[src/pkg/hbw_pkg.sv]
package hbw_pkg;

   // Data path widths of the host port.
   localparam int unsigned BUS_W     = 32;
   localparam int unsigned HALF_W    = 16;
   // The byte address on the pins is A[ADDR_W-1:1]; A[1] picks the halfword.
   localparam int unsigned ADDR_W    = 8;
   localparam int unsigned DW_ADDR_W = ADDR_W - 2;

   // Bus width indication in the hardware configuration register.
   localparam int unsigned HWCFG_WIDTH_BIT = 2;
   // Strap level on the serial ROM data pin that selects the 32-bit bus.
   localparam logic        STRAP_BUS32     = 1'h1;

   // Swap control value that turns the halfword mapping round.
   localparam logic [BUS_W-1:0] SWAP_ALL_ONES = 32'hffffffff;

   // Values after reset.
   localparam logic [BUS_W-1:0]     RST_WORD  = 32'h00000000;
   localparam logic [DW_ADDR_W-1:0] RST_DWADR = 6'h00;
   localparam logic [1:0]           OE_OFF_N  = 2'h3;

   // Halfword pairing state.
   typedef enum logic {
      TRK_IDLE,
      TRK_HALF
   } hbw_track_e;

endpackage : hbw_pkg

[src/rtl/hbw_half_pair.sv]
`timescale 1ns/1ps

module hbw_half_pair (
   input  wire logic                           clock,
   input  wire logic                           reset,
   input  wire logic                           accValid,
   input  wire logic                           accWrite,
   input  wire logic [hbw_pkg::DW_ADDR_W-1:0]  accAddr,
   input  wire logic                           accHigh,
   output logic                                isFirst,
   output logic                                isSecond,
   output logic                                isCollide,
   output logic                                pending
);

   hbw_pkg::hbw_track_e               state_q;
   hbw_pkg::hbw_track_e               state_d;
   logic                              pendWrite_q;
   logic                              pendWrite_d;
   logic                              pendHigh_q;
   logic                              pendHigh_d;
   logic [hbw_pkg::DW_ADDR_W-1:0]     pendAddr_q;
   logic [hbw_pkg::DW_ADDR_W-1:0]     pendAddr_d;
   logic                              sameDword;

   assign pending   = (state_q == hbw_pkg::TRK_HALF);
   // A new address or a change of direction starts a new DWORD.
   assign sameDword = pending && (accAddr == pendAddr_q) && (accWrite == pendWrite_q);
   assign isSecond  = accValid && sameDword && (accHigh != pendHigh_q);
   assign isCollide = accValid && sameDword && (accHigh == pendHigh_q);
   assign isFirst   = accValid && !sameDword;

   always_comb begin
      state_d     = state_q;
      pendWrite_d = pendWrite_q;
      pendHigh_d  = pendHigh_q;
      pendAddr_d  = pendAddr_q;
      if (isFirst) begin
         state_d     = hbw_pkg::TRK_HALF;
         pendWrite_d = accWrite;
         pendHigh_d  = accHigh;
         pendAddr_d  = accAddr;
      end else if (isSecond || isCollide) begin
         state_d = hbw_pkg::TRK_IDLE;
      end
   end

   always_ff @(posedge clock) begin
      if (reset) begin
         state_q     <= hbw_pkg::TRK_IDLE;
         pendWrite_q <= 1'h0;
         pendHigh_q  <= 1'h0;
         pendAddr_q  <= hbw_pkg::RST_DWADR;
      end else begin
         state_q     <= state_d;
         pendWrite_q <= pendWrite_d;
         pendHigh_q  <= pendHigh_d;
         pendAddr_q  <= pendAddr_d;
      end
   end

endmodule : hbw_half_pair

[src/rtl/hbw_host_port.sv]
`timescale 1ns/1ps

// Operation
// Bus width comes from the serial ROM pin strap; reported in config bit 2.
// In 32-bit mode each bus cycle is one whole DWORD access.
// In 16-bit mode the host writes both halves back to back, same DWORD.
// Halves may arrive in either order; commit when the other half arrives.
// A second write to the same half discards the whole transfer.
// In 16-bit mode the host reads both halves consecutively, same DWORD.
// Same-half reads give invalid data; tracking restarts; host reads again.
// In 16-bit mode the upper sixteen data lines are never driven.
// Without all-ones swap, A1=0 is the low half, A1=1 the high half.
// With all-ones swap, A1=0 is the high half, A1=1 the low half.
// In 32-bit mode swap is ignored; D[31:16] high, D[15:0] low.
// Halves land in fixed DWORD positions, so either half may go first.
// An address change mid-pair drops the first half and starts afresh.

module hbw_host_port (
   input  wire logic                           clock,
   input  wire logic                           reset,
   input  wire logic                           serialRomDataPin,
   input  wire logic                           busCs_n,
   input  wire logic                           busRd_n,
   input  wire logic                           busWr_n,
   input  wire logic [hbw_pkg::ADDR_W-1:1]     busAddr,
   input  wire logic [hbw_pkg::BUS_W-1:0]      dataIn,
   output logic      [hbw_pkg::BUS_W-1:0]      dataOut,
   output logic      [1:0]                     dataOe_n,
   input  wire logic [hbw_pkg::BUS_W-1:0]      wordSwapCtrl,
   output logic      [hbw_pkg::BUS_W-1:0]      hardwareConfigRegister,
   output logic                                intWrValid,
   output logic      [hbw_pkg::DW_ADDR_W-1:0]  intWrAddr,
   output logic      [hbw_pkg::BUS_W-1:0]      intWrData,
   output logic                                intRdReq,
   output logic      [hbw_pkg::DW_ADDR_W-1:0]  intRdAddr,
   input  wire logic [hbw_pkg::BUS_W-1:0]      intRdData,
   output logic                                rdRetry,
   output logic                                wrDiscard
);

   ////////////////////////////////////////////////////////////////////////////////////////////////
   // Halfword helpers.

   function automatic logic [hbw_pkg::HALF_W-1:0] pickHalf(input logic [hbw_pkg::BUS_W-1:0] word,
                                                          input logic                      high);
      pickHalf = high ? word[hbw_pkg::BUS_W-1:hbw_pkg::HALF_W] : word[hbw_pkg::HALF_W-1:0];
   endfunction : pickHalf

   function automatic logic [hbw_pkg::BUS_W-1:0] putHalf(input logic [hbw_pkg::BUS_W-1:0]  word,
                                                        input logic [hbw_pkg::HALF_W-1:0] half,
                                                        input logic                       high);
      putHalf = high ? {half, word[hbw_pkg::HALF_W-1:0]} : {word[hbw_pkg::BUS_W-1:hbw_pkg::HALF_W], half};
   endfunction : putHalf

   ////////////////////////////////////////////////////////////////////////////////////////////////
   // Strap capture and mode.

   logic                          strapDone_q;
   logic                          strapDone_d;
   logic                          bus32_q;
   logic                          bus32_d;
   logic                          mode16;
   logic                          swapOn;
   logic                          logicalHigh;

   // The strap is caught in the first cycle after reset is released.
   always_comb begin
      strapDone_d = 1'h1;
      bus32_d     = bus32_q;
      if (!strapDone_q) begin
         bus32_d = (serialRomDataPin == hbw_pkg::STRAP_BUS32);
      end
   end

   always_ff @(posedge clock) begin
      if (reset) begin
         strapDone_q <= 1'h0;
         bus32_q     <= 1'h0;
      end else begin
         strapDone_q <= strapDone_d;
         bus32_q     <= bus32_d;
      end
   end

   always_comb begin
      hardwareConfigRegister                          = hbw_pkg::RST_WORD;
      hardwareConfigRegister[hbw_pkg::HWCFG_WIDTH_BIT] = bus32_q;
   end

   assign mode16      = strapDone_q && !bus32_q;
   assign swapOn      = (wordSwapCtrl == hbw_pkg::SWAP_ALL_ONES);
   assign logicalHigh = busAddr[1] ^ swapOn;

   ////////////////////////////////////////////////////////////////////////////////////////////////
   // Strobe edges.

   logic                          rdAct;
   logic                          wrAct;
   logic                          rdActPrev_q;
   logic                          wrActPrev_q;
   logic                          rdStart;
   logic                          wrStart;
   logic [hbw_pkg::DW_ADDR_W-1:0] dwAddr;

   assign rdAct   = !busCs_n && !busRd_n;
   assign wrAct   = !busCs_n && !busWr_n;
   assign wrStart = strapDone_q && wrAct && !wrActPrev_q;
   assign rdStart = strapDone_q && rdAct && !rdActPrev_q && !wrAct;
   assign dwAddr  = busAddr[hbw_pkg::ADDR_W-1:2];

   always_ff @(posedge clock) begin
      if (reset) begin
         rdActPrev_q <= 1'h0;
         wrActPrev_q <= 1'h0;
      end else begin
         rdActPrev_q <= rdAct;
         wrActPrev_q <= wrAct;
      end
   end

   ////////////////////////////////////////////////////////////////////////////////////////////////
   // Halfword pairing for 16-bit mode.

   logic                          pairFirst;
   logic                          pairSecond;
   logic                          pairCollide;
   logic                          pairPending;

   hbw_half_pair u_pair (
      .clock     (clock),
      .reset     (reset),
      .accValid  (mode16 && (wrStart || rdStart)),
      .accWrite  (wrStart),
      .accAddr   (dwAddr),
      .accHigh   (logicalHigh),
      .isFirst   (pairFirst),
      .isSecond  (pairSecond),
      .isCollide (pairCollide),
      .pending   (pairPending)
   );

   ////////////////////////////////////////////////////////////////////////////////////////////////
   // Write path.

   logic [hbw_pkg::BUS_W-1:0]     wrBuf_q;
   logic [hbw_pkg::BUS_W-1:0]     wrBuf_d;
   logic                          intWrValid_q;
   logic                          intWrValid_d;
   logic [hbw_pkg::DW_ADDR_W-1:0] intWrAddr_q;
   logic [hbw_pkg::DW_ADDR_W-1:0] intWrAddr_d;
   logic [hbw_pkg::BUS_W-1:0]     intWrData_q;
   logic [hbw_pkg::BUS_W-1:0]     intWrData_d;
   logic                          wrDiscard_q;
   logic                          wrDiscard_d;

   always_comb begin
      wrBuf_d      = wrBuf_q;
      intWrValid_d = 1'h0;
      intWrAddr_d  = intWrAddr_q;
      intWrData_d  = intWrData_q;
      wrDiscard_d  = 1'h0;
      if (wrStart && !mode16) begin
         intWrValid_d = 1'h1;
         intWrAddr_d  = dwAddr;
         intWrData_d  = dataIn;
      end else if (wrStart && pairFirst) begin
         wrBuf_d = putHalf(wrBuf_q, dataIn[hbw_pkg::HALF_W-1:0], logicalHigh);
      end else if (wrStart && pairSecond) begin
         intWrValid_d = 1'h1;
         intWrAddr_d  = dwAddr;
         intWrData_d  = putHalf(wrBuf_q, dataIn[hbw_pkg::HALF_W-1:0], logicalHigh);
      end else if (wrStart && pairCollide) begin
         wrDiscard_d = 1'h1;
      end
   end

   always_ff @(posedge clock) begin
      if (reset) begin
         wrBuf_q      <= hbw_pkg::RST_WORD;
         intWrValid_q <= 1'h0;
         intWrAddr_q  <= hbw_pkg::RST_DWADR;
         intWrData_q  <= hbw_pkg::RST_WORD;
         wrDiscard_q  <= 1'h0;
      end else begin
         wrBuf_q      <= wrBuf_d;
         intWrValid_q <= intWrValid_d;
         intWrAddr_q  <= intWrAddr_d;
         intWrData_q  <= intWrData_d;
         wrDiscard_q  <= wrDiscard_d;
      end
   end

   assign intWrValid = intWrValid_q;
   assign intWrAddr  = intWrAddr_q;
   assign intWrData  = intWrData_q;
   assign wrDiscard  = wrDiscard_q;

   ////////////////////////////////////////////////////////////////////////////////////////////////
   // Read path. Only the first half of a pair reads inside, so a FIFO pops once per DWORD.

   logic [hbw_pkg::BUS_W-1:0]     rdBuf_q;
   logic [hbw_pkg::BUS_W-1:0]     rdBuf_d;
   logic [hbw_pkg::BUS_W-1:0]     dataOut_q;
   logic [hbw_pkg::BUS_W-1:0]     dataOut_d;
   logic                          rdRetry_q;
   logic                          rdRetry_d;

   assign intRdReq  = rdStart && (!mode16 || pairFirst);
   assign intRdAddr = dwAddr;

   always_comb begin
      rdBuf_d   = rdBuf_q;
      dataOut_d = dataOut_q;
      rdRetry_d = 1'h0;
      if (rdStart && !mode16) begin
         dataOut_d = intRdData;
      end else if (rdStart && pairFirst) begin
         rdBuf_d   = intRdData;
         dataOut_d = {{hbw_pkg::HALF_W{1'b0}}, pickHalf(intRdData, logicalHigh)};
      end else if (rdStart && pairSecond) begin
         dataOut_d = {{hbw_pkg::HALF_W{1'b0}}, pickHalf(rdBuf_q, logicalHigh)};
      end else if (rdStart && pairCollide) begin
         dataOut_d = {{hbw_pkg::HALF_W{1'b0}}, pickHalf(rdBuf_q, logicalHigh)};
         rdRetry_d = 1'h1;
      end
   end

   always_ff @(posedge clock) begin
      if (reset) begin
         rdBuf_q   <= hbw_pkg::RST_WORD;
         dataOut_q <= hbw_pkg::RST_WORD;
         rdRetry_q <= 1'h0;
      end else begin
         rdBuf_q   <= rdBuf_d;
         dataOut_q <= dataOut_d;
         rdRetry_q <= rdRetry_d;
      end
   end

   assign dataOut     = dataOut_q;
   assign rdRetry     = rdRetry_q;
   assign dataOe_n[0] = !(strapDone_q && rdAct);
   assign dataOe_n[1] = !(strapDone_q && rdAct && bus32_q);

   ////////////////////////////////////////////////////////////////////////////////////////////////
   // Checks.

   strap_stable_a: assert property (@(posedge clock) disable iff (reset)
      strapDone_q && $past(strapDone_q) |-> $stable(bus32_q) &&
      hardwareConfigRegister[hbw_pkg::HWCFG_WIDTH_BIT] == bus32_q)
      else $error("Bus width changed after capture.");

   full_word_a: assert property (@(posedge clock) disable iff (reset)
      wrStart && !mode16 |=> intWrValid && intWrData == $past(dataIn) && intWrAddr == $past(dwAddr))
      else $error("32-bit write not committed whole.");

   first_half_a: assert property (@(posedge clock) disable iff (reset)
      wrStart && mode16 && pairFirst |=> !intWrValid && pairPending)
      else $error("First half committed alone.");

   pair_commit_a: assert property (@(posedge clock) disable iff (reset)
      wrStart && pairSecond |=> intWrValid && intWrAddr == $past(dwAddr) && !pairPending)
      else $error("Completed write pair not committed.");

   wr_discard_a: assert property (@(posedge clock) disable iff (reset)
      wrStart && pairCollide |=> !intWrValid && wrDiscard && !pairPending)
      else $error("Same-half write not discarded.");

   rd_retry_a: assert property (@(posedge clock) disable iff (reset)
      rdStart && pairCollide && !intRdReq |=> rdRetry && !pairPending)
      else $error("Same-half read did not restart tracking.");

   upper_float_a: assert property (@(posedge clock) disable iff (reset)
      mode16 |-> dataOe_n[1] && dataOut[31:16] == 16'h0000)
      else $error("Upper data lines driven in 16-bit mode.");

   normal_map_a: assert property (@(posedge clock) disable iff (reset)
      rdStart && pairFirst && !swapOn |=> dataOut[15:0] == ($past(busAddr[1]) ? $past(intRdData[31:16])
                                                                              : $past(intRdData[15:0])))
      else $error("Unswapped halfword mapping wrong.");

   swap_map_a: assert property (@(posedge clock) disable iff (reset)
      rdStart && pairFirst && swapOn |=> dataOut[15:0] == ($past(busAddr[1]) ? $past(intRdData[15:0])
                                                                             : $past(intRdData[31:16])))
      else $error("Swapped halfword mapping wrong.");

   wide_read_a: assert property (@(posedge clock) disable iff (reset)
      rdStart && !mode16 |-> intRdReq ##1 dataOut == $past(intRdData))
      else $error("32-bit read data wrong.");

   low_place_a: assert property (@(posedge clock) disable iff (reset)
      wrStart && pairSecond && !logicalHigh |=> intWrData[15:0] == $past(dataIn[15:0]))
      else $error("Low half not placed in low DWORD position.");

   addr_change_a: assert property (@(posedge clock) disable iff (reset)
      wrStart && mode16 && pairPending && pairFirst |=> !intWrValid && pairPending)
      else $error("Half from another DWORD completed a pair.");

endmodule : hbw_host_port

[config.mk]
export PLATFORM = sky130hd
export DESIGN_NAME = hbw_host_port
export DESIGN_NICKNAME = d
export VERILOG_FILES = /design/src/pkg/hbw_pkg.sv /design/src/rtl/hbw_half_pair.sv /design/src/rtl/hbw_host_port.sv
export SDC_FILE = /design/constraint.sdc
export NUM_CORES = 1
export LEC_CHECK = 0
export BUFFER_PORTS_ARGS = -buffer_cell sky130_fd_sc_hd__buf_4
export CORE_MARGIN = 2
export CORE_UTILIZATION = 51
export DETAILED_ROUTE_END_ITERATION = 7
export GPL_ROUTABILITY_DRIVEN = 1
export PLACE_DENSITY = 0.81
export SLEW_MARGIN = 10
export SYNTH_ARGS = -nofsm -noshare
export SYNTH_HDL_FRONTEND = slang
export SYNTH_HIERARCHICAL = 1
export SYNTH_SLANG_ARGS = --single-unit
export TNS_END_PERCENT = 50
[constraint.sdc]
create_clock -name clock -period 6 [get_ports clock]
set_input_delay 1.8 -clock clock [delete_from_list [all_inputs] [get_ports clock]]
set_output_delay 1.8 -clock clock [all_outputs]
set_load 0.05 [all_outputs]
# After elaboration in Yosys (flattened, before gate mapping)
# Index checks and enable logic that the tools add are counted.
dict set report totals {
  mem_bits_ro 0
  output_inout_bits 114
  latch_bits 0
  ramBits 0
  memories 0
  regBits 150
}
dict set report op_classes {
  bitwise_logic 3
  mul 0
  shifts 0
  add_sub_neg 0
  reduce_logical 47
  order_cmp 0
  mux 21
  eq_ne 6
  div 0
}
# op count
set ops {}
lappend ops {{$mux W32} 8}
lappend ops {{$eq A32 B32 Y1 const B} 1}
lappend ops {{$mux W16} 2}
lappend ops {{$logic_and A1 B1 Y1} 25}
lappend ops {{$mux W6} 3}
lappend ops {{$logic_not A1 Y1} 11}
lappend ops {{$mux W1} 8}
lappend ops {{$reduce_or A4 Y1} 2}
lappend ops {{$eq A6 B6 Y1} 1}
lappend ops {{$reduce_and A2 Y1} 3}
lappend ops {{$reduce_bool A2 Y1} 2}
lappend ops {{$reduce_bool A4 Y1} 1}
lappend ops {{$logic_or A1 B1 Y1} 3}
lappend ops {{$eq A1 B1 Y1} 2}
lappend ops {{$ne A2 B2 Y1 const B} 1}
lappend ops {{$not A1 Y1} 2}
lappend ops {{$ne A1 B1 Y1} 1}
lappend ops {{$xor A1 B1 Y1} 1}

# Longest topological paths before layout
# Gate-level depths: netlist (run 1).
dict set report depth {
  ltp_word 14
  mapped_depth 16
  depth_no_buf 12
}

# By module
# The synthesis (run 1) kept the hierarchy.
# mod cells_per_inst seq_area_each_um2 area_each_um2 instances
set modules_own_cells {}
lappend modules_own_cells {hbw_host_port 790 2822.7 6626.4 1}
lappend modules_own_cells {hbw_half_pair 46 180.2 464.2 1}

# Least setup slack after synthesis (run 1)
# Ideal clock, no wire load.
dict set report synth_timing {
  path_kind {input port to output port}
  startpoint {in busWr_n}
  endpoint {out intRdReq}
  n_path_buf 0
  slack_ns 0.591
  required_ns 4.200
  arrival_time_ns 3.609
  cell_stages 6
  path_cell_list {or4b_1 inv_1 xnor2_1 and4_1 a21boi_2 o211a_1}
}
dict set report synth_via {
  elab_chain_len 10
  elab_cells_between_ends 14
  cone_classes {1 x eq/ne; 13 x reduce/logical}
}
# element line_no
set synth_rtl {}
lappend synth_rtl {{from (decl)} hbw_host_port.sv:24} ;# input wire logic busWr_n,
lappend synth_rtl {{$logic_not A1 Y1 (*)} hbw_host_port.sv:106} ;# assign wrAct = !busCs_n && !busWr_n;
lappend synth_rtl {{$logic_and A1 B1 Y1 (*)} hbw_host_port.sv:106}
lappend synth_rtl {{$logic_and A1 B1 Y1 (*) (2 in a row)} hbw_host_port.sv:107} ;# assign wrStart = strapDone_q && wrAct && !wrActPrev_q;
lappend synth_rtl {{net wrStart} hbw_host_port.sv:102} ;# logic wrStart;
lappend synth_rtl {{$eq A1 B1 Y1} hbw_half_pair.sv:28} ;# assign sameDword = pending && (accAddr == pendAddr_q) && (accWrite == pendWrite_q);
lappend synth_rtl {{$logic_and A1 B1 Y1} hbw_half_pair.sv:28}
lappend synth_rtl {{$logic_not A1 Y1} hbw_half_pair.sv:31} ;# assign isFirst = accValid && !sameDword;
lappend synth_rtl {{$logic_and A1 B1 Y1 (*)} hbw_half_pair.sv:31}
lappend synth_rtl {{net pairFirst} hbw_host_port.sv:124} ;# logic pairFirst;
lappend synth_rtl {{$logic_or A1 B1 Y1 (*)} hbw_host_port.sv:208} ;# assign intRdReq = rdStart && (!mode16 || pairFirst);
lappend synth_rtl {{$logic_and A1 B1 Y1 (*)} hbw_host_port.sv:208}
lappend synth_rtl {{to (decl)} hbw_host_port.sv:34} ;# output logic intRdReq,
# The timed path passes the listed nets; every way through them passes the cells marked *.

# Worst setup path in the final report (run 1)
# Same ends and word-level chain as after synthesis.

==> results.json, run 1 <==
{
  "syn_to_final_growth_pct": 26.6,
  "diodes": 0,
  "yosys_warnings": 6,
  "clock_latency_ps": 430,
  "fin_ws_ps": 484,
  "start_util": 0.517,
  "status": "finished, final reports clean",
  "ant_nets": 0,
  "fmax_mhz": 181,
  "dieArea_sq_um": 14900,
  "ctsResizeCount": 0,
  "place_congestion": 0.819,
  "final_cell_mix": "buf_4 (205), dfxtp_1 (149), nor2_1 (99)",
  "cts_tree": "yes",
  "port_buffers": 191,
  "wire_per_inst_microns": 16.9,
  "critPathTopFamily": "simple AND/OR/NAND/NOR gates",
  "clk_pin_slew_ps": 60,
  "drc": 0,
  "crit_fanout": 6,
  "grt_setup_unrepaired": "false",
  "cts_buffer_depth": 2,
  "io_pins": 223,
  "hold_class": "reg2reg",
  "peakVddDrop_mv": 0.221,
  "coreArea_sq_um": 13700,
  "firstDrtPassIters": 5,
  "mostFrequentLayoutCell": "buf_4",
  "setup_viol": 0,
  "antenna_found_initial": 0,
  "p_total_mw": 2.34,
  "cts_sinks": 150,
  "cts_setup_buffers": 0,
  "end_kind": "output pin",
  "fin_cells": 1170,
  "rows": 43,
  "drv_slew": 0,
  "ys_seq_elements": 150,
  "cp_slowest_stage_delay_ps": 590,
  "dieHeight_microns": 122,
  "drtIter0Drc": 526,
  "syn_inst": 836,
  "layout-drive-gt1-share": 0.248,
  "setup_tns_ps": 0,
  "finalHoldWorstSlack_ps": 451,
  "cts_buffers": 17,
  "required_ps": 4200,
  "drt_wl_total_microns": 19700,
  "grt_max_degree": 86,
  "grt.overflow.total": 0,
  "critPathBufInv": 3,
  "start_kind": "input port",
  "grt_pass1_vias": 6186,
  "avgSynthCellArea_sq_um": 8.48,
  "nets": 1086,
  "dp_cells": 1138,
  "path_cells": "buf_4, or4b_1, inv_1, xnor2_1, and4_1, a21boi_2, o211a_1, buf_4",
  "worstPathArrival_ps": 3720,
  "synth_ff_type": "dfxtp_1",
  "hold_viol_final": 0,
  "finClkSkew_ps": 8.87,
  "cpMaxStageDelayCell": "or4b_1",
  "htreeDepth": 4,
  "cts-root-buf": "clkbuf_16",
  "die_x_microns": 122,
  "syn-cell-area_sq_um": 7090,
  "critPathKind": "in2out",
  "finalCritPeriodShare": 0.919,
  "fillers": 1144,
  "place_ws_ps": 503,
  "worstMarginPinSlew_ps": 1180,
  "netlist-cell-type-count": 50,
  "num_vias": 6675,
  "vias_per_cell": 5.71,
  "dp_hpwl_microns": 12900,
  "crit_path_frequent_cell": "buf_4",
  "p_per_area_nw_per_um2": 260,
  "synth-edff-count": 0,
  "final.min_clock_period_ps": 5520,
  "grt_usage": 0.264,
  "drv_cap": 0,
  "p_leak_nw": 3.55,
  "ys_seq_area_frac": 0.424,
  "synthArstFlopShare": 0,
  "grt_pass1_wl_microns": 30900,
  "cts_hold_buf": 0,
  "relSlewSlack": 0.211
}
==> registers in the layout, indices dropped and copies added (netlist names), 6 cells and up <==
name,count
dataOut,32
rdBuf_q,32
u_pair/pendAddr_q,6
intWrData,32
wrBuf_q,32
intWrAddr,6
==> per-stage QoR <==
| stage | area (sq um) | util |
|---|---|---|
| global route | 8980 | 0.655 |
| floorplan | 7200 | - |
| global placement | 8390 | 0.612 |
| detailed placement | 8390 | 0.612 |
| finish | 8980 | 0.655 |
| CTS | 8980 | 0.655 |
==> cell type report <==
cell class	count	area, sq um	area share
clock buffer	20	437	0.0486
clock inverter	12	153	0.0170
inverter	6	22.5	0.00251
multi-input combinational	597	3600	0.401
sequential	150	3000	0.335
tap	180	225	0.0251
timing repair buffer	205	1540	0.171
==> kinds of logic (layout without fill, tap and decap cells) <==
group                     Yosys count  in the layout  synth area share
AOI/OAI and AO/OA                 185            185             0.192
buffers and inverters             119            243            0.0870
muxes                              41             41            0.0579
and+or+nand+nor                   332            332             0.229
DFF                               150            150             0.424
other                               1             31          0.000529
xor gates and xnor gates            8              8           0.00988
==> worst min-delay path: cells and delay by family (launching register included) <==
kind,cells,cell delay [ps]
AO/OA/AOI/OAI,1,50
flip-flops,1,300
AND/OR/NAND/NOR,1,50
==> final timing paths <==
check	startpoint	to	slack [ps]	cells after the start
hold reg to reg	rdBuf_q[27]	rdBuf_q[27]	450	2
setup / recovery	busWr_n	intRdReq	480	8
setup reg to reg	strapDone_q	dataOut[5]	2490	11
hold / removal	rdBuf_q[27]	rdBuf_q[27]	450	2
==> routing by layer <==
layer,vias up,share of wire,track usage
met4,0,0.021,0.0891
met2,291,0.47,0.428
met3,29,0.085,0.0702
li1,3205,-,-
met5,-,0,0
met1,3150,0.42,0.341
==> cell usage after synthesis, types with 3 or more instances <==
| library cell | instances | area, sq um |
|---|---|---|
| dfxtp_1 | 150 | 3000 |
| nor2_1 | 99 | 372 |
| nand2_1 | 88 | 330 |
| clkbuf_1 | 63 | 236 |
| nand3_1 | 49 | 245 |
| mux2i_1 | 41 | 410 |
| a21oi_1 | 40 | 200 |
| buf_4 | 39 | 293 |
| nor2b_1 | 24 | 150 |
| o41ai_1 | 21 | 184 |
| and3_1 | 19 | 119 |
| o21ai_0 | 18 | 90.1 |
| o31ai_1 | 18 | 135 |
| and4_1 | 17 | 149 |
| a22oi_1 | 16 | 120 |
| o31a_1 | 16 | 140 |
| a211oi_1 | 12 | 90.1 |
| o21a_1 | 12 | 90.1 |
| a2111o_1 | 10 | 113 |
| nand4_1 | 9 | 56.3 |
| a311oi_1 | 8 | 70.1 |
| buf_2 | 7 | 35.0 |
| nand2b_1 | 7 | 43.8 |
| a2111oi_0 | 6 | 52.6 |
| inv_1 | 5 | 18.8 |
| nor3_1 | 4 | 20.0 |
| xnor2_1 | 4 | 35.0 |
| xor2_1 | 4 | 35.0 |
| or4_1 | 3 | 22.5 |
==> power by group <==
group | internal (mW) | leakage (nW) | switching [mW] | total (mW)
clock network | 0.654 | 0.289 | 0.421 | 1.07
registers | 1.00 | 1.21 | 0.0103 | 1.01
logic | 0.0863 | 2.05 | 0.160 | 0.246
total | 1.74 | 3.55 | 0.590 | 2.34
(Power assumes the default switching activity.)
==> run 2: changes to the inputs <==
--- a/config.mk
+++ b/config.mk
@@ -11,6 +11,7 @@
 export DETAILED_ROUTE_END_ITERATION = 7
 export GPL_ROUTABILITY_DRIVEN = 1
 export PLACE_DENSITY = 0.81
+export REMOVE_ABC_BUFFERS = 1
 export SLEW_MARGIN = 10
 export SYNTH_ARGS = -nofsm -noshare
 export SYNTH_HDL_FRONTEND = slang
==> results.json, run 2 (same netlist as run 1, synthesis figures left out) <==
{
  "dp_hpwl_microns": 13000,
  "crit_fanout": 6,
  "clock_latency_ps": 420,
  "peakVddDrop_mv": 0.199,
  "seq_area_sq_um": 3000,
  "cts_sinks": 150,
  "min-delay-start": "rdBuf_q[25]",
  "drc": 0,
  "layout-drive-gt1-share": 0.252,
  "grt_usage": 0.268,
  "fmax_mhz": 181,
  "wire_per_inst_microns": 17.3,
  "r2r_setup_slack_ps": 2350,
  "grt.overflow.total": 0,
  "coreArea_sq_um": 13700,
  "drtIter0Drc": 573,
  "cts_setup_buffers": 0,
  "cpMaxStageDelayCell": "or4b_1",
  "die_x_microns": 122,
  "start_util": 0.517,
  "final_cell_mix": "buf_4 (209), dfxtp_1 (149), nor2_1 (99)",
  "r2r_end": "dataOut[4]",
  "vias_per_cell": 5.76,
  "syn_to_final_growth_pct": 26.7,
  "clk_pin_slew_ps": 60,
  "firstDrtPassIters": 7,
  "grt_max_degree": 83,
  "fin_ws_ps": 466,
  "hold_class": "reg2reg",
  "num_vias": 6753,
  "intPower_mw": 1.70,
  "reg2regPathDepth": 13,
  "power.clock.fraction": 0.446,
  "p_sw_mw": 0.573,
  "finalHoldWorstSlack_ps": 449,
  "holdPathStages": 2,
  "relSlewSlack": 0.181,
  "p_leak_nw": 3.55,
  "required_ps": 4200,
  "pwr-share-comb": 0.110,
  "mostFrequentLayoutCell": "buf_4",
  "htreeDepth": 4,
  "path_cells": "buf_4, or4b_1, inv_1, xnor2_1, and4_1, a21boi_2, o211a_1, buf_4",
  "ctsResizeCount": 0,
  "hold_viol_final": 0,
  "finalCritPeriodShare": 0.922,
  "fillers": 1208,
  "setup_viol": 0,
  "drt_wl_total_microns": 20300,
  "place_ws_ps": 497,
  "multi_input_area_sq_um": 3600,
  "sequentialPowerShare": 0.444,
  "crit_path_frequent_cell": "buf_4",
  "drv_cap": 0,
  "grt_pass1_wl_microns": 31400,
  "place_congestion": 0.812,
  "worstPathArrival_ps": 3730,
  "status": "finished, final reports clean",
  "final.min_clock_period_ps": 5530,
  "antenna_found_initial": 0,
  "cts_buffers": 17,
  "rows": 43,
  "cts-root-buf": "clkbuf_16",
  "r2r-start": "strapDone_q",
  "ant_nets": 0,
  "port_buffers": 191,
  "cts_hold_buf": 0,
  "cp_slowest_stage_delay_ps": 600,
  "diodes": 0,
  "dieHeight_microns": 122,
  "end_kind": "output pin",
  "drv_slew": 0,
  "swShare": 0.252,
  "io_pins": 223,
  "p_per_area_nw_per_um2": 253,
  "grt_setup_unrepaired": "false",
  "nets": 1090,
  "cts_tree": "yes",
  "dieArea_sq_um": 14900,
  "critPathKind": "in2out",
  "worstMarginPinSlew_ps": 1220,
  "min_to": "rdBuf_q[25]",
  "finClkSkew_ps": 5.29,
  "grt_pass1_vias": 6280,
  "cts_buffer_depth": 2,
  "start_kind": "input port"
}
==> run 2: final cells by class <==
cell class / count / share of cell area
Multi-Input combinational cell: 597 / 0.401
Sequential cell: 150 / 0.334
Timing Repair Buffer: 209 / 0.175
Clock buffer: 23 / 0.0543
Tap cell: 180 / 0.0251
Clock inverter: 8 / 0.00822
Inverter: 6 / 0.00251
==> run 2: routing by layer <==
| layer | global-route usage | wire, microns | share of wire |
|---|---|---|---|
| met5 | 0 | 0 | 0 |
| met4 | 0.0963 | 321 | 0.016 |
| met3 | 0.0623 | 1350 | 0.067 |
| met2 | 0.475 | 10300 | 0.51 |
| met1 | 0.318 | 8320 | 0.41 |
==> run 2: critical path: cells and delay by family <==
family | cells | cell delay [ps]
XOR/XNOR | 1 | 140
AND/OR/NAND/NOR | 2 | 870
AO/OA/AOI/OAI | 2 | 360
buffers and inverters | 3 | 560
==> run 2: worst max-delay path by stage <==
| stage | from | endpoint | slack (ps) | cells after the start |
|---|---|---|---|---|
| after floorplan | wordSwapCtrl[25] | intWrData[28] | -580 | 12 |
| after global placement | wordSwapCtrl[25] | dataOut[14] | 550 | 13 |
| after detailed placement | busWr_n | intRdReq | 500 | 8 |
| after CTS | busWr_n | intRdReq | 490 | 8 |
| after global routing | busWr_n | intRdReq | 410 | 8 |
| final | busWr_n | intRdReq | 470 | 8 |
==> run 2: stage by stage <==
| step | area, sq um | TNS [ps] | utilization | power (mW) | cells |
|---|---|---|---|---|---|
| 2_1_floorplan | 6610 | -13320 | - | 1.15 | 753 |
| 4_1_cts | 8980 | 0 | 0.655 | 2.28 | 1173 |
| 6_report | 8980 | 0 | 0.655 | 2.27 | 1173 |
| 3_3_place_gp | 8420 | 0 | 0.614 | 1.28 | 1142 |
| 5_1_grt | 8980 | 0 | 0.655 | 2.34 | 1173 |
| 3_5_place_dp | 8420 | 0 | 0.614 | 1.28 | 1142 |
==> run 2: power groups by stage <==
stage	logic [mW]	clock network (mW)	registers, mW
finish	0.250	1.01	1.01
global route	0.267	1.06	1.01
CTS	0.250	1.03	1.01
detailed placement	0.249	0	1.03
global placement	0.247	0	1.03
floorplan	0.102	0	1.05
==> run 3: changes to the inputs <==
--- a/config.mk
+++ b/config.mk
@@ -7,10 +7,10 @@
 export LEC_CHECK = 0
 export BUFFER_PORTS_ARGS = -buffer_cell sky130_fd_sc_hd__buf_4
 export CORE_MARGIN = 2
-export CORE_UTILIZATION = 51
+export CORE_UTILIZATION = 35
 export DETAILED_ROUTE_END_ITERATION = 7
 export GPL_ROUTABILITY_DRIVEN = 1
-export PLACE_DENSITY = 0.81
+export PLACE_DENSITY = 0.59
 export REMOVE_ABC_BUFFERS = 1
 export SLEW_MARGIN = 10
 export SYNTH_ARGS = -nofsm -noshare
==> results.json, run 3 (same netlist as run 1, synthesis figures left out) <==
{
  "min_to": "rdBuf_q[7]",
  "cpMaxStageDelayCell": "or4b_1",
  "io_pins": 223,
  "firstDrtPassIters": 5,
  "wire_per_inst_microns": 16.7,
  "grt_max_degree": 88,
  "grt_pass1_vias": 6025,
  "layout-drive-gt1-share": 0.253,
  "final.min_clock_period_ps": 5480,
  "drc": 0,
  "diodes": 0,
  "r2r-start": "strapDone_q",
  "dp_cells": 1234,
  "cts_sinks": 150,
  "antenna_found_initial": 0,
  "crit_path_frequent_cell": "buf_4",
  "critPathTopFamily": "simple AND/OR/NAND/NOR gates",
  "path_cells": "buf_4, or4b_1, inv_1, xnor2_1, and4_1, a21boi_2, o211a_1, buf_4",
  "holdPathStages": 2,
  "setup_viol": 0,
  "fin_ws_ps": 516,
  "cp_slowest_stage_delay_ps": 600,
  "finalInstanceArea_sq_um": 9190,
  "multi_input_area_sq_um": 3610,
  "htreeDepth": 4,
  "seq_area_sq_um": 3000,
  "clock_latency_ps": 420,
  "cts_setup_buffers": 0,
  "place_congestion": 0.741,
  "r2r_end": "dataOut[5]",
  "final_util": 0.459,
  "finalHoldWorstSlack_ps": 450,
  "finalCritPeriodShare": 0.914,
  "place_ws_ps": 544,
  "final_cell_mix": "buf_4 (211), dfxtp_1 (149), nor2_1 (99)",
  "relSlewSlack": 0.362,
  "start_util": 0.354,
  "crit_fanout": 6,
  "num_vias": 6505,
  "p_total_mw": 2.43,
  "peakVddDrop_mv": 0.170,
  "worstMarginPinSlew_ps": 956,
  "port_buffers": 191,
  "min-delay-start": "rdBuf_q[7]",
  "required_ps": 4200,
  "clk_pin_slew_ps": 60,
  "cts_buffer_depth": 2,
  "drv_slew": 0,
  "end_kind": "output pin",
  "critPathBufInv": 3,
  "grt_pass1_wl_microns": 33000,
  "dpl_cell_area_sq_um": 8560,
  "dieArea_sq_um": 21400,
  "finClkSkew_ps": 10.7,
  "cts_buffers": 17,
  "fin_cells": 1265,
  "fillers": 2016,
  "hold_class": "reg2reg",
  "reg2regPathDepth": 13,
  "rows": 52,
  "drtIter0Drc": 376,
  "syn_to_final_growth_pct": 29.6,
  "grt.overflow.total": 0,
  "setup_tns_ps": 0,
  "dp_hpwl_microns": 13500,
  "fmax_mhz": 182,
  "cts_hold_buf": 0,
  "critPathKind": "in2out",
  "grt_usage": 0.192,
  "mostFrequentLayoutCell": "buf_4",
  "vias_per_cell": 5.14,
  "grt_setup_unrepaired": "false",
  "status": "finished, final reports clean",
  "start_kind": "input port",
  "ant_nets": 0,
  "p_per_area_nw_per_um2": 264,
  "die_x_microns": 146,
  "r2r_setup_slack_ps": 2270,
  "ctsResizeCount": 0,
  "drv_cap": 0,
  "worstPathArrival_ps": 3680,
  "hold_viol_final": 0,
  "drt_wl_total_microns": 21100,
  "cts-root-buf": "clkbuf_16",
  "cts_tree": "yes",
  "nets": 1092,
  "dieHeight_microns": 146,
  "p_leak_nw": 3.59,
  "coreArea_sq_um": 20000
}
-- run 3: cell count changes in the layout (fill, tap and decap cells not counted), sizes merged --
cell	previous run	this run
buf	209	211
inv	5	6
clkbuf	23	19
clkinv	6	5
bufinv	1	5
-- run 3: area by class of cell --
class	count	area share
well taps	270	0.0368
repair buffers	211	0.172
flip-flops and latches	150	0.327
inverters	6	0.00245
clock buffers	19	0.0471
multi-input cells	597	0.393
clock inverters	12	0.0219
-- run 3: worst max-delay path by stage --
stage,start,to,slack (ps),depth (start not counted)
after floorplan,wordSwapCtrl[25],intWrData[28],-580,12
after global placement,busWr_n,intRdReq,560,8
after detailed placement,busWr_n,intRdReq,540,8
after CTS,busWr_n,intRdReq,540,8
after global routing,busWr_n,intRdReq,450,8
final,busWr_n,intRdReq,520,8
-- run 3: per-layer routing --
metal,track usage,up-vias,wire length [microns]
li1,-,3225,-
met1,0.250,3106,9790
met2,0.329,161,10400
met3,0.0388,13,834
met4,0.0461,0,147
met5,0,-,0
-- run 3: power by group --
part           internal, mW  switching [mW]  total, mW  leakage [nW]
clock network         0.737           0.428       1.16         0.303
logic                0.0878           0.165      0.253          2.08
registers              1.00         0.00465       1.01          1.21
-- run 3: worst reg2reg max path, stage by stage, from the launching register on --
cell and delay [ps]:
dfxtp_1 390, or4b_1 540, inv_1 240, xnor2_1 90, and4_1 210, a21boi_2 160
buf_4 190, inv_1 70, nor3b_1 220, nand2_1 80, buf_4 250, a21oi_2 690
a2111oi_0 280, a211oi_1 230
